<file path="src/pkg/alarm_consts.vh">
/*
 * Register offsets, field positions, reset values and counts for the
 * receive alarm interrupt block.
 * Assumes inclusion by bare name from the design files.
 */
`ifndef ALARM_CONSTS_VH
`define ALARM_CONSTS_VH

// =====================================================================
// Register indices and byte addresses
// =====================================================================
`define IDX_LINE_STATE      8'h10
`define IDX_INT_ENABLE      8'h12
`define IDX_INT_FLAGS       8'h13
`define IDX_FRAME_STATUS    8'h14
`define ADDR_LINE_STATE     12'h040
`define ADDR_INT_ENABLE     12'h048
`define ADDR_INT_FLAGS      12'h04C
`define ADDR_FRAME_STATUS   12'h050

// =====================================================================
// Field positions
// =====================================================================
`define BIT_AIS             5
`define BIT_IDLE            4
`define BIT_STATE_AIS       7
`define BIT_STATE_IDLE      5
`define BIT_FAR_END_RECEIVE_FAILURE_SENT       0

// =====================================================================
// Reset values and counts
// =====================================================================
`define RST_INT_ENABLE      8'h00
`define RST_INT_FLAGS       8'h00
`define FRAMES_TO_CHANGE    63
`define AXI_RESP_OKAY       2'h0
`define AXI_RESP_SLVERR     2'h2

`endif

</file>
<file path="src/design/rx_alarm_irq.v">
/*
 * Receive alarm-indication and idle detection with change-of-state
 * interrupts, far-end receive failure request and AXI4-Lite registers.
 * Assumes a framer supplies per-frame pattern flags as pins from
 * another domain and a host services the active-low interrupt.
 */
// Local design decision: the AXI4-Lite slave port.
// Summary of operation
// - Alarm-indication change interrupt fires on both declare and clear.
// - Alarm-indication declared after 63 frames carrying the pattern.
// - Alarm-indication cleared after 63 frames lacking the pattern.
// - Alarm-indication interrupt gated by enable register bit 5.
// - Writing 1 to an enable bit enables, 0 disables.
// - Alarm-indication change drives interrupt output low.
// - Enabled alarm-indication change sets status register bit 5.
// - Current alarm-indication state readable at state register bit 7.
// - Far-end receive failure sent while alarm-indication present.
// - Far-end receive failure stops when alarm-indication clears.
// - Idle change interrupt fires on both declare and clear.
// - Idle declared after 63 frames carrying the idle pattern.
// - Idle cleared after 63 frames without the idle pattern.
// - Idle interrupt gated by enable register bit 4.
// - Enabled idle change drives interrupt low and sets status bit 4.
// - Current idle state readable at state register bit 5.
`timescale 1ns/1ps
`include "alarm_consts.vh"

module rx_alarm_irq #(
    parameter FRAMES = `FRAMES_TO_CHANGE,
    parameter CNT_W  = 6
) (
    input  wire        aclk,
    input  wire        aresetn,
    input  wire        frame_strobe,
    input  wire        ais_pattern_in,
    input  wire        idle_pattern_in,
    output reg         far_end_receive_failure_q,
    output wire        irq_n,
    input  wire [11:0] s_axi_awaddr,
    input  wire        s_axi_awvalid,
    output wire        s_axi_awready,
    input  wire [31:0] s_axi_wdata,
    input  wire [3:0]  s_axi_wstrb,
    input  wire        s_axi_wvalid,
    output wire        s_axi_wready,
    output reg  [1:0]  s_axi_bresp,
    output reg         s_axi_bvalid,
    input  wire        s_axi_bready,
    input  wire [11:0] s_axi_araddr,
    input  wire        s_axi_arvalid,
    output wire        s_axi_arready,
    output reg  [31:0] s_axi_rdata,
    output reg  [1:0]  s_axi_rresp,
    output reg         s_axi_rvalid,
    input  wire        s_axi_rready
);

    // =================================================================
    // Input synchronisation and frame edge
    // =================================================================
    wire [2:0] pins_s;
    reg        strobe_prev_q;
    wire       frame_tick;

    pin_sync #(
        .W (3)
    ) u_sync (
        .aclk     (aclk),
        .aresetn  (aresetn),
        .async_in ({frame_strobe, ais_pattern_in, idle_pattern_in}),
        .sync_q   (pins_s)
    );

    always @(posedge aclk) begin
        if (!aresetn) begin
            strobe_prev_q <= 1'b0;
        end else begin
            strobe_prev_q <= pins_s[2];
        end
    end

    // Pattern flags are sampled with the rising edge of the strobe
    assign frame_tick = pins_s[2] & ~strobe_prev_q;

    // =================================================================
    // Condition detectors
    // =================================================================
    wire ais_state;
    wire ais_change;
    wire idle_state;
    wire idle_change;

    // Declare and clear both need a full run of frames
    pattern_persist #(
        .FRAMES (FRAMES),
        .CNT_W  (CNT_W)
    ) u_ais (
        .aclk         (aclk),
        .aresetn      (aresetn),
        .frame_tick   (frame_tick),
        .pattern_seen (pins_s[1]),
        .state_q      (ais_state),
        .change_q     (ais_change)
    );

    // Same persistence for the idle pattern
    pattern_persist #(
        .FRAMES (FRAMES),
        .CNT_W  (CNT_W)
    ) u_idle (
        .aclk         (aclk),
        .aresetn      (aresetn),
        .frame_tick   (frame_tick),
        .pattern_seen (pins_s[0]),
        .state_q      (idle_state),
        .change_q     (idle_change)
    );

    // =================================================================
    // Far-end receive failure request
    // =================================================================
    always @(posedge aclk) begin
        if (!aresetn) begin
            far_end_receive_failure_q <= 1'b0;
        end else begin
            // Follows the condition in both directions
            far_end_receive_failure_q <= ais_state;
        end
    end

    // =================================================================
    // Interrupt enable and flags
    // =================================================================
    reg  [7:0] int_enable_q;
    reg  [7:0] int_flags_q;
    reg  [7:0] flags_d;
    wire [7:0] events;
    wire       flags_read;
    wire       enable_write;
    wire [7:0] line_state;
    wire [7:0] frame_status;

    // Both edges of each condition are events
    assign events = ({7'h00, ais_change} << `BIT_AIS)
                  | ({7'h00, idle_change} << `BIT_IDLE);

    always @* begin
        flags_d = int_flags_q;
        // Read clears, but a same-cycle event survives
        if (flags_read) begin
            flags_d = 8'h00;
        end
        // Only enabled events latch
        flags_d = flags_d | (events & int_enable_q);
    end

    always @(posedge aclk) begin
        if (!aresetn) begin
            int_flags_q <= `RST_INT_FLAGS;
        end else begin
            int_flags_q <= flags_d;
        end
    end

    // Low while an enabled flag pends
    assign irq_n = ~|(int_flags_q & int_enable_q);

    // Live state view
    assign line_state = ({7'h00, ais_state} << `BIT_STATE_AIS)
                      | ({7'h00, idle_state} << `BIT_STATE_IDLE);
    assign frame_status = {7'h00, far_end_receive_failure_q};

    // =================================================================
    // AXI4-Lite write channel
    // =================================================================
    reg        aw_held_q;
    reg        w_held_q;
    reg [11:0] awaddr_q;
    reg [7:0]  wdata_q;
    reg        wstrb0_q;
    wire       aw_take;
    wire       w_take;
    wire       wr_go;

    assign s_axi_awready = ~aw_held_q & ~s_axi_bvalid;
    assign s_axi_wready  = ~w_held_q & ~s_axi_bvalid;
    assign aw_take = s_axi_awvalid & s_axi_awready;
    assign w_take  = s_axi_wvalid & s_axi_wready;
    assign wr_go   = aw_held_q & w_held_q;
    assign enable_write = wr_go & wstrb0_q
                        & (awaddr_q == `ADDR_INT_ENABLE);

    function is_mapped;
        input [11:0] addr;
        begin
            is_mapped = (addr == `ADDR_LINE_STATE)
                      | (addr == `ADDR_INT_ENABLE)
                      | (addr == `ADDR_INT_FLAGS)
                      | (addr == `ADDR_FRAME_STATUS);
        end
    endfunction

    always @(posedge aclk) begin
        if (!aresetn) begin
            aw_held_q    <= 1'b0;
            w_held_q     <= 1'b0;
            awaddr_q     <= 12'h000;
            wdata_q      <= 8'h00;
            wstrb0_q     <= 1'b0;
            s_axi_bvalid <= 1'b0;
            s_axi_bresp  <= `AXI_RESP_OKAY;
            int_enable_q <= `RST_INT_ENABLE;
        end else begin
            if (aw_take) begin
                aw_held_q <= 1'b1;
                awaddr_q  <= {s_axi_awaddr[11:2], 2'b00};
            end
            if (w_take) begin
                w_held_q <= 1'b1;
                wdata_q  <= s_axi_wdata[7:0];
                wstrb0_q <= s_axi_wstrb[0];
            end
            if (wr_go) begin
                aw_held_q    <= 1'b0;
                w_held_q     <= 1'b0;
                s_axi_bvalid <= 1'b1;
                s_axi_bresp  <= is_mapped(awaddr_q) ? `AXI_RESP_OKAY
                                                    : `AXI_RESP_SLVERR;
            end else if (s_axi_bvalid && s_axi_bready) begin
                s_axi_bvalid <= 1'b0;
            end
            // Each bit written as 1 enables, 0 disables
            if (enable_write) begin
                int_enable_q <= wdata_q;
            end
        end
    end

    // =================================================================
    // AXI4-Lite read channel
    // =================================================================
    wire ar_take;
    reg  [7:0] rd_mux;

    assign s_axi_arready = ~s_axi_rvalid;
    assign ar_take       = s_axi_arvalid & s_axi_arready;
    // The flags clear when the read is taken, with the data captured
    assign flags_read = ar_take
                      & ({s_axi_araddr[11:2], 2'b00} == `ADDR_INT_FLAGS);

    always @* begin
        case ({s_axi_araddr[11:2], 2'b00})
            `ADDR_LINE_STATE:   rd_mux = line_state;
            `ADDR_INT_ENABLE:   rd_mux = int_enable_q;
            `ADDR_INT_FLAGS:    rd_mux = int_flags_q;
            `ADDR_FRAME_STATUS: rd_mux = frame_status;
            default:            rd_mux = 8'h00;
        endcase
    end

    always @(posedge aclk) begin
        if (!aresetn) begin
            s_axi_rvalid <= 1'b0;
            s_axi_rdata  <= 32'h00000000;
            s_axi_rresp  <= `AXI_RESP_OKAY;
        end else begin
            if (ar_take) begin
                s_axi_rvalid <= 1'b1;
                s_axi_rdata  <= {24'h000000, rd_mux};
                s_axi_rresp  <= is_mapped({s_axi_araddr[11:2], 2'b00})
                                ? `AXI_RESP_OKAY : `AXI_RESP_SLVERR;
            end else if (s_axi_rvalid && s_axi_rready) begin
                s_axi_rvalid <= 1'b0;
            end
        end
    end

    // Host duties after each change (far-end alarm message) are left
    // to software

endmodule

</file>
<file path="src/design/pattern_persist.v">
/*
 * Persistence filter for one receive line condition: the state flips
 * after a run of frames that all disagree with it.
 * Assumes frame_tick pulses once per frame on aclk; pattern_seen is
 * valid with it.
 */
`timescale 1ns/1ps

module pattern_persist #(
    parameter FRAMES = 63,
    parameter CNT_W  = 6
) (
    input  wire aclk,
    input  wire aresetn,
    input  wire frame_tick,
    input  wire pattern_seen,
    output reg  state_q,
    output reg  change_q
);

    reg  [CNT_W-1:0] run_q;
    wire             disagree;

    assign disagree = pattern_seen ^ state_q;

    // =================================================================
    // Run counter
    // =================================================================
    // Any agreeing frame restarts the run, so the frames must be
    // consecutive for the state to move.
    always @(posedge aclk) begin
        if (!aresetn) begin
            run_q    <= {CNT_W{1'b0}};
            state_q  <= 1'b0;
            change_q <= 1'b0;
        end else begin
            change_q <= 1'b0;
            if (frame_tick) begin
                if (!disagree) begin
                    run_q <= {CNT_W{1'b0}};
                end else if (run_q == FRAMES[CNT_W-1:0] - 1'b1) begin
                    run_q    <= {CNT_W{1'b0}};
                    state_q  <= ~state_q;
                    change_q <= 1'b1;
                end else begin
                    run_q <= run_q + 1'b1;
                end
            end
        end
    end

endmodule

</file>
<file path="src/design/pin_sync.v">
/*
 * Two-flop synchroniser for a bundle of level inputs.
 * Assumes inputs arrive asynchronously to aclk.
 */
`timescale 1ns/1ps

module pin_sync #(
    parameter W = 3
) (
    input  wire         aclk,
    input  wire         aresetn,
    input  wire [W-1:0] async_in,
    output reg  [W-1:0] sync_q
);

    reg [W-1:0] meta_q;

    always @(posedge aclk) begin
        if (!aresetn) begin
            meta_q <= {W{1'b0}};
            sync_q <= {W{1'b0}};
        end else begin
            meta_q <= async_in;
            sync_q <= meta_q;
        end
    end

endmodule

</file>
<file path="config.mk">
export PLATFORM = sky130hd
export DESIGN_NAME = rx_alarm_irq
export DESIGN_NICKNAME = d
export VERILOG_FILES = /design/src/design/rx_alarm_irq.v /design/src/design/pattern_persist.v /design/src/design/pin_sync.v
export VERILOG_INCLUDE_DIRS = /design/src /design/src/pkg
export SDC_FILE = /design/constraint.sdc
export NUM_CORES = 1
export LEC_CHECK = 0
export BUFFER_PORTS_ARGS = -buffer_cell sky130_fd_sc_hd__buf_2
export CAP_MARGIN = 20
export CORE_MARGIN = 4
export CORE_UTILIZATION = 44
export DETAILED_ROUTE_END_ITERATION = 10
export PLACE_DENSITY = 0.72
export RECOVER_POWER = 25
export SLEW_MARGIN = 20
export SYNTH_ARGS = -nofsm -noshare
export SYNTH_HDL_FRONTEND = slang
export SYNTH_SLANG_ARGS = --single-unit
</file>
<file path="constraint.sdc">
create_clock -name aclk -period 1.3 [get_ports aclk]
set_input_delay 0.195 -clock aclk [delete_from_list [all_inputs] [get_ports aclk]]
set_output_delay 0.195 -clock aclk [all_outputs]
set_load 0.03 [all_outputs]
</file>
==> impl_metrics.toml <==
[status]
failed_checks = "negative setup slack"
status = "finished, violations left"

[clocking]
cts_tree = "done"
cts_buffers = 9
clock-sinks = 67
root_buffer = "clkbuf_8"
clk_latency_ns = 0.32
clockBufferDepth = 2
clk_pin_slew_worst_paths_ns = 0.06
htree_num_levels = 3
hold_buffers = 0

[floorplanning]
die_w_um = 89.75
fp.dieH_um = 89.75
start_util = 0.4578
io_pins = 113
core_area_um2 = 6422
dieArea_um2 = 8054
rows = 29

[sta]
setup_violations = 4
rsz0062_at_grt = "yes"
fin_ws_ns = -0.003939
fmax_ghz = 0.7669
worst_pin_slew_ns = 0.5844
min_period_ns = 1.304
fin_tns_setup_ns = -0.008227
hold_viol_final = 0
finClkSkew_ns = 0.006058
fin_crit_sh = 1.003
slew_viol_final = 0
max_slew_margin = 0.6104

[route]
wire_per_inst_um = 11.80
dr.pass1.iters = 4
vias = 2297
wirelength_mm = 5.650
drtAntennaViolNets = 0
vias_per_cell = 4.795
drc = 0
drt_iter0_drc = 73

[pwr]
pwr-share-seq = 0.512
finalPower_uw = 4244
combPwrFrac = 0.126
p_sw_uw = 1085
cellPowerDensity_nw_per_um2 = 1159
p_int_uw = 3159
p_clk_frac = 0.362
vdd_ir_drop_max_mv = 0.5661
swShare = 0.2557
p_leak_uw = 0.001568

[setup_path]
crit_type = "reg2reg"
startpoint = "awaddr_q[7]"
cp_data_required_time_ns = 1.52
ff2ff_setup_slack_ns = -0.004
critPathCapture = "int_enable_q[7]"
worstPathMaxFanout = 8
crit_path_end_kind = "flip-flop"
reg2reg_from = "awaddr_q[7]"
arrival_ns = 1.52
r2r_cells = 5
start_kind = "flip-flop"
worstReg2RegEnd = "int_enable_q[7]"

[final_layout]
layoutNonFillerInstCount = 479
antenna_cells = 0
syn_to_final_growth_pct = 24.51
stdcell_area_um2 = 3661
layout-drive-gt1-share = 0.2910
fin_util = 0.5700
layout.nets = 472

[global_route]
antenna_found_initial = 0
grt_use_total = 0.1401
first_global_vias = 2211
grt_pass1_wl_mm = 9.549
grt_max_degree = 47
overflow = 0

[synth]
synth-seq-cells = 67
yosysSeqAreaShare = 0.4562
synthDistinctLibCells = 43
synth_edf_count = 0
synth_xor_xnor_area_share = 0.02979
syn_inst = 327
synthArstFlopShare = 0
synthMuxAreaShare = 0.04809
synthAdderAreaFrac = 0.01702
netlist_area_um2 = 2940
synth.largest_area_cell = "dfxtp_1"
synth.top_cell.area_share = 0.4562
avgSynthCellArea_um2 = 8.992
dominantRegCellSynth = "dfxtp_1"
synth_top_family_by_area = "simple AND/OR/NAND/NOR gates"
synthSimpleGateAreaFrac = 0.2426
yosys-top-cells-area = "dfxtp_1, nand2_1, buf_4, a21boi_0, mux2i_1"
ys_warn_count = 0
synth_compound_area_frac = 0.1123

[place]
port-buffer-count = 55
place_inst = 463
placed_area_um2 = 3376
gp_congestion = 0.8064
dpl.hpwl_mm = 4.121

[min_path]
hold_path_class = "in2reg"

[flow_run]
cap_violations = 0
[state kept, by name, indices dropped and copies added, names as in the netlist, 2 cells and up]
name and flops:
u_sync.sync_q 3, u_idle.run_q 6, int_enable_q 8, u_sync.meta_q 3, int_flags_q 2, awaddr_q 10, wdata_q 8, s_axi_rdata 8
u_ais.run_q 6
[power groups by stage]
| stage | sequential, uW | clock, uW | combinational, uW |
|---|---|---|---|
| final | 2170 | 1540 | 535 |
| after global routing | 2180 | 1670 | 585 |
| after CTS | 2170 | 1580 | 522 |
| after detailed placement | 2210 | 0 | 516 |
| after global placement | 2210 | 0 | 509 |
| after floorplan | 2220 | 0 | 396 |
[worst min path at each step]
stage / startpoint / end / slack, ns / cells after the start
2_1_floorplan: idle_pattern_in / u_sync.meta_q[0] / 0.32 / 1
3_3_place_gp: frame_strobe / u_sync.meta_q[2] / 0.41 / 2
3_5_place_dp: frame_strobe / u_sync.meta_q[2] / 0.41 / 2
4_1_cts: frame_strobe / u_sync.meta_q[2] / 0.06 / 2
5_1_grt: frame_strobe / u_sync.meta_q[2] / 0.07 / 2
6_report: frame_strobe / u_sync.meta_q[2] / 0.08 / 2
[layout by cell type, fill, tap and decap left out, drive strengths merged, types with 6 or more instances in the layout]
| cell | synthesis | routed |
|---|---|---|
| mux2i | 13 | 13 |
| conb | 1 | 26 |
| buf | 28 | 70 |
| dfxtp | 67 | 67 |
| xor2 | 6 | 6 |
| nand4 | 7 | 7 |
| nand2 | 58 | 58 |
| o21ai | 10 | 10 |
| clkbuf | 14 | 20 |
| a21boi | 24 | 24 |
| nand3 | 13 | 13 |
| nor2 | 12 | 12 |
| nor2b | 16 | 16 |
| and2 | 11 | 11 |
[through the flow]
step | hold WS (ns) | setup WS (ns)
finish | 0.08089 | -0.003939
global route | 0.06519 | -0.1456
CTS | 0.06309 | -0.01664
detailed placement | 0.4067 | -0.2654
global placement | 0.4074 | -0.2276
floorplan | 0.3223 | -0.1271
[timing repair]
action / in CTS / in global routing
resized for setup: 6 / 22
cloned: 0 / 0
buffers inserted: 0 / 1
setup endpoints to repair: 20 / 21
pin swaps: 1 / 11
[synthesized netlist by cell type, types with 2 or more instances]
cell and count:
nand3_1 13, nand2b_1 4, a21oi_1 3, buf_4 26, ha_1 4, o21ai_1 7
a21boi_1 2, xnor2_1 4, dfxtp_1 67, o21ai_0 3, xor2_1 6, nand4_1 6
buf_2 2, nor3_1 4, o211a_1 2, nor2b_1 16, nor2_1 12, nor4_1 3
nand2_1 58, a21boi_0 22, mux2i_1 13, and2_1 11, a211oi_1 3, inv_1 4
clkbuf_1 14
[worst max-delay path, cell delays in order, from the launching register on]
cell and delay (ns):
dfxtp_2 0.32, nor4_2 0.24, buf_4 0.16, nand4_4 0.21, mux2i_1 0.21, nor2b_1 0.06
[per-layer routing]
metal,GRT usage,up-vias,share of wire
met5,0,-,0
met4,0.06130,0,0.0080
met3,0.03673,4,0.059
met2,0.2343,66,0.46
met1,0.1701,1042,0.48
li1,-,1185,-
[cell families after synthesis]
group | Yosys count
AO/OA/AOI/OAI | 47
AND/OR/NAND/NOR | 138
other | 1
buffers and inverters | 46
adder cells (fa/ha/maj) | 4
flip-flops | 67
multiplexers | 14
XOR/XNOR | 10
[final cells by class]
cell class | instances | area [um^2]
tap | 77 | 96.34
timing repair buffer | 77 | 445.4
fill | 605 | 2761
sequential | 67 | 1349
inverter | 4 | 15.01
multi-input combinational | 239 | 1577
clock buffer | 13 | 168.9
clock inverter | 2 | 10.01
Power figures use the tool's default switching activity.
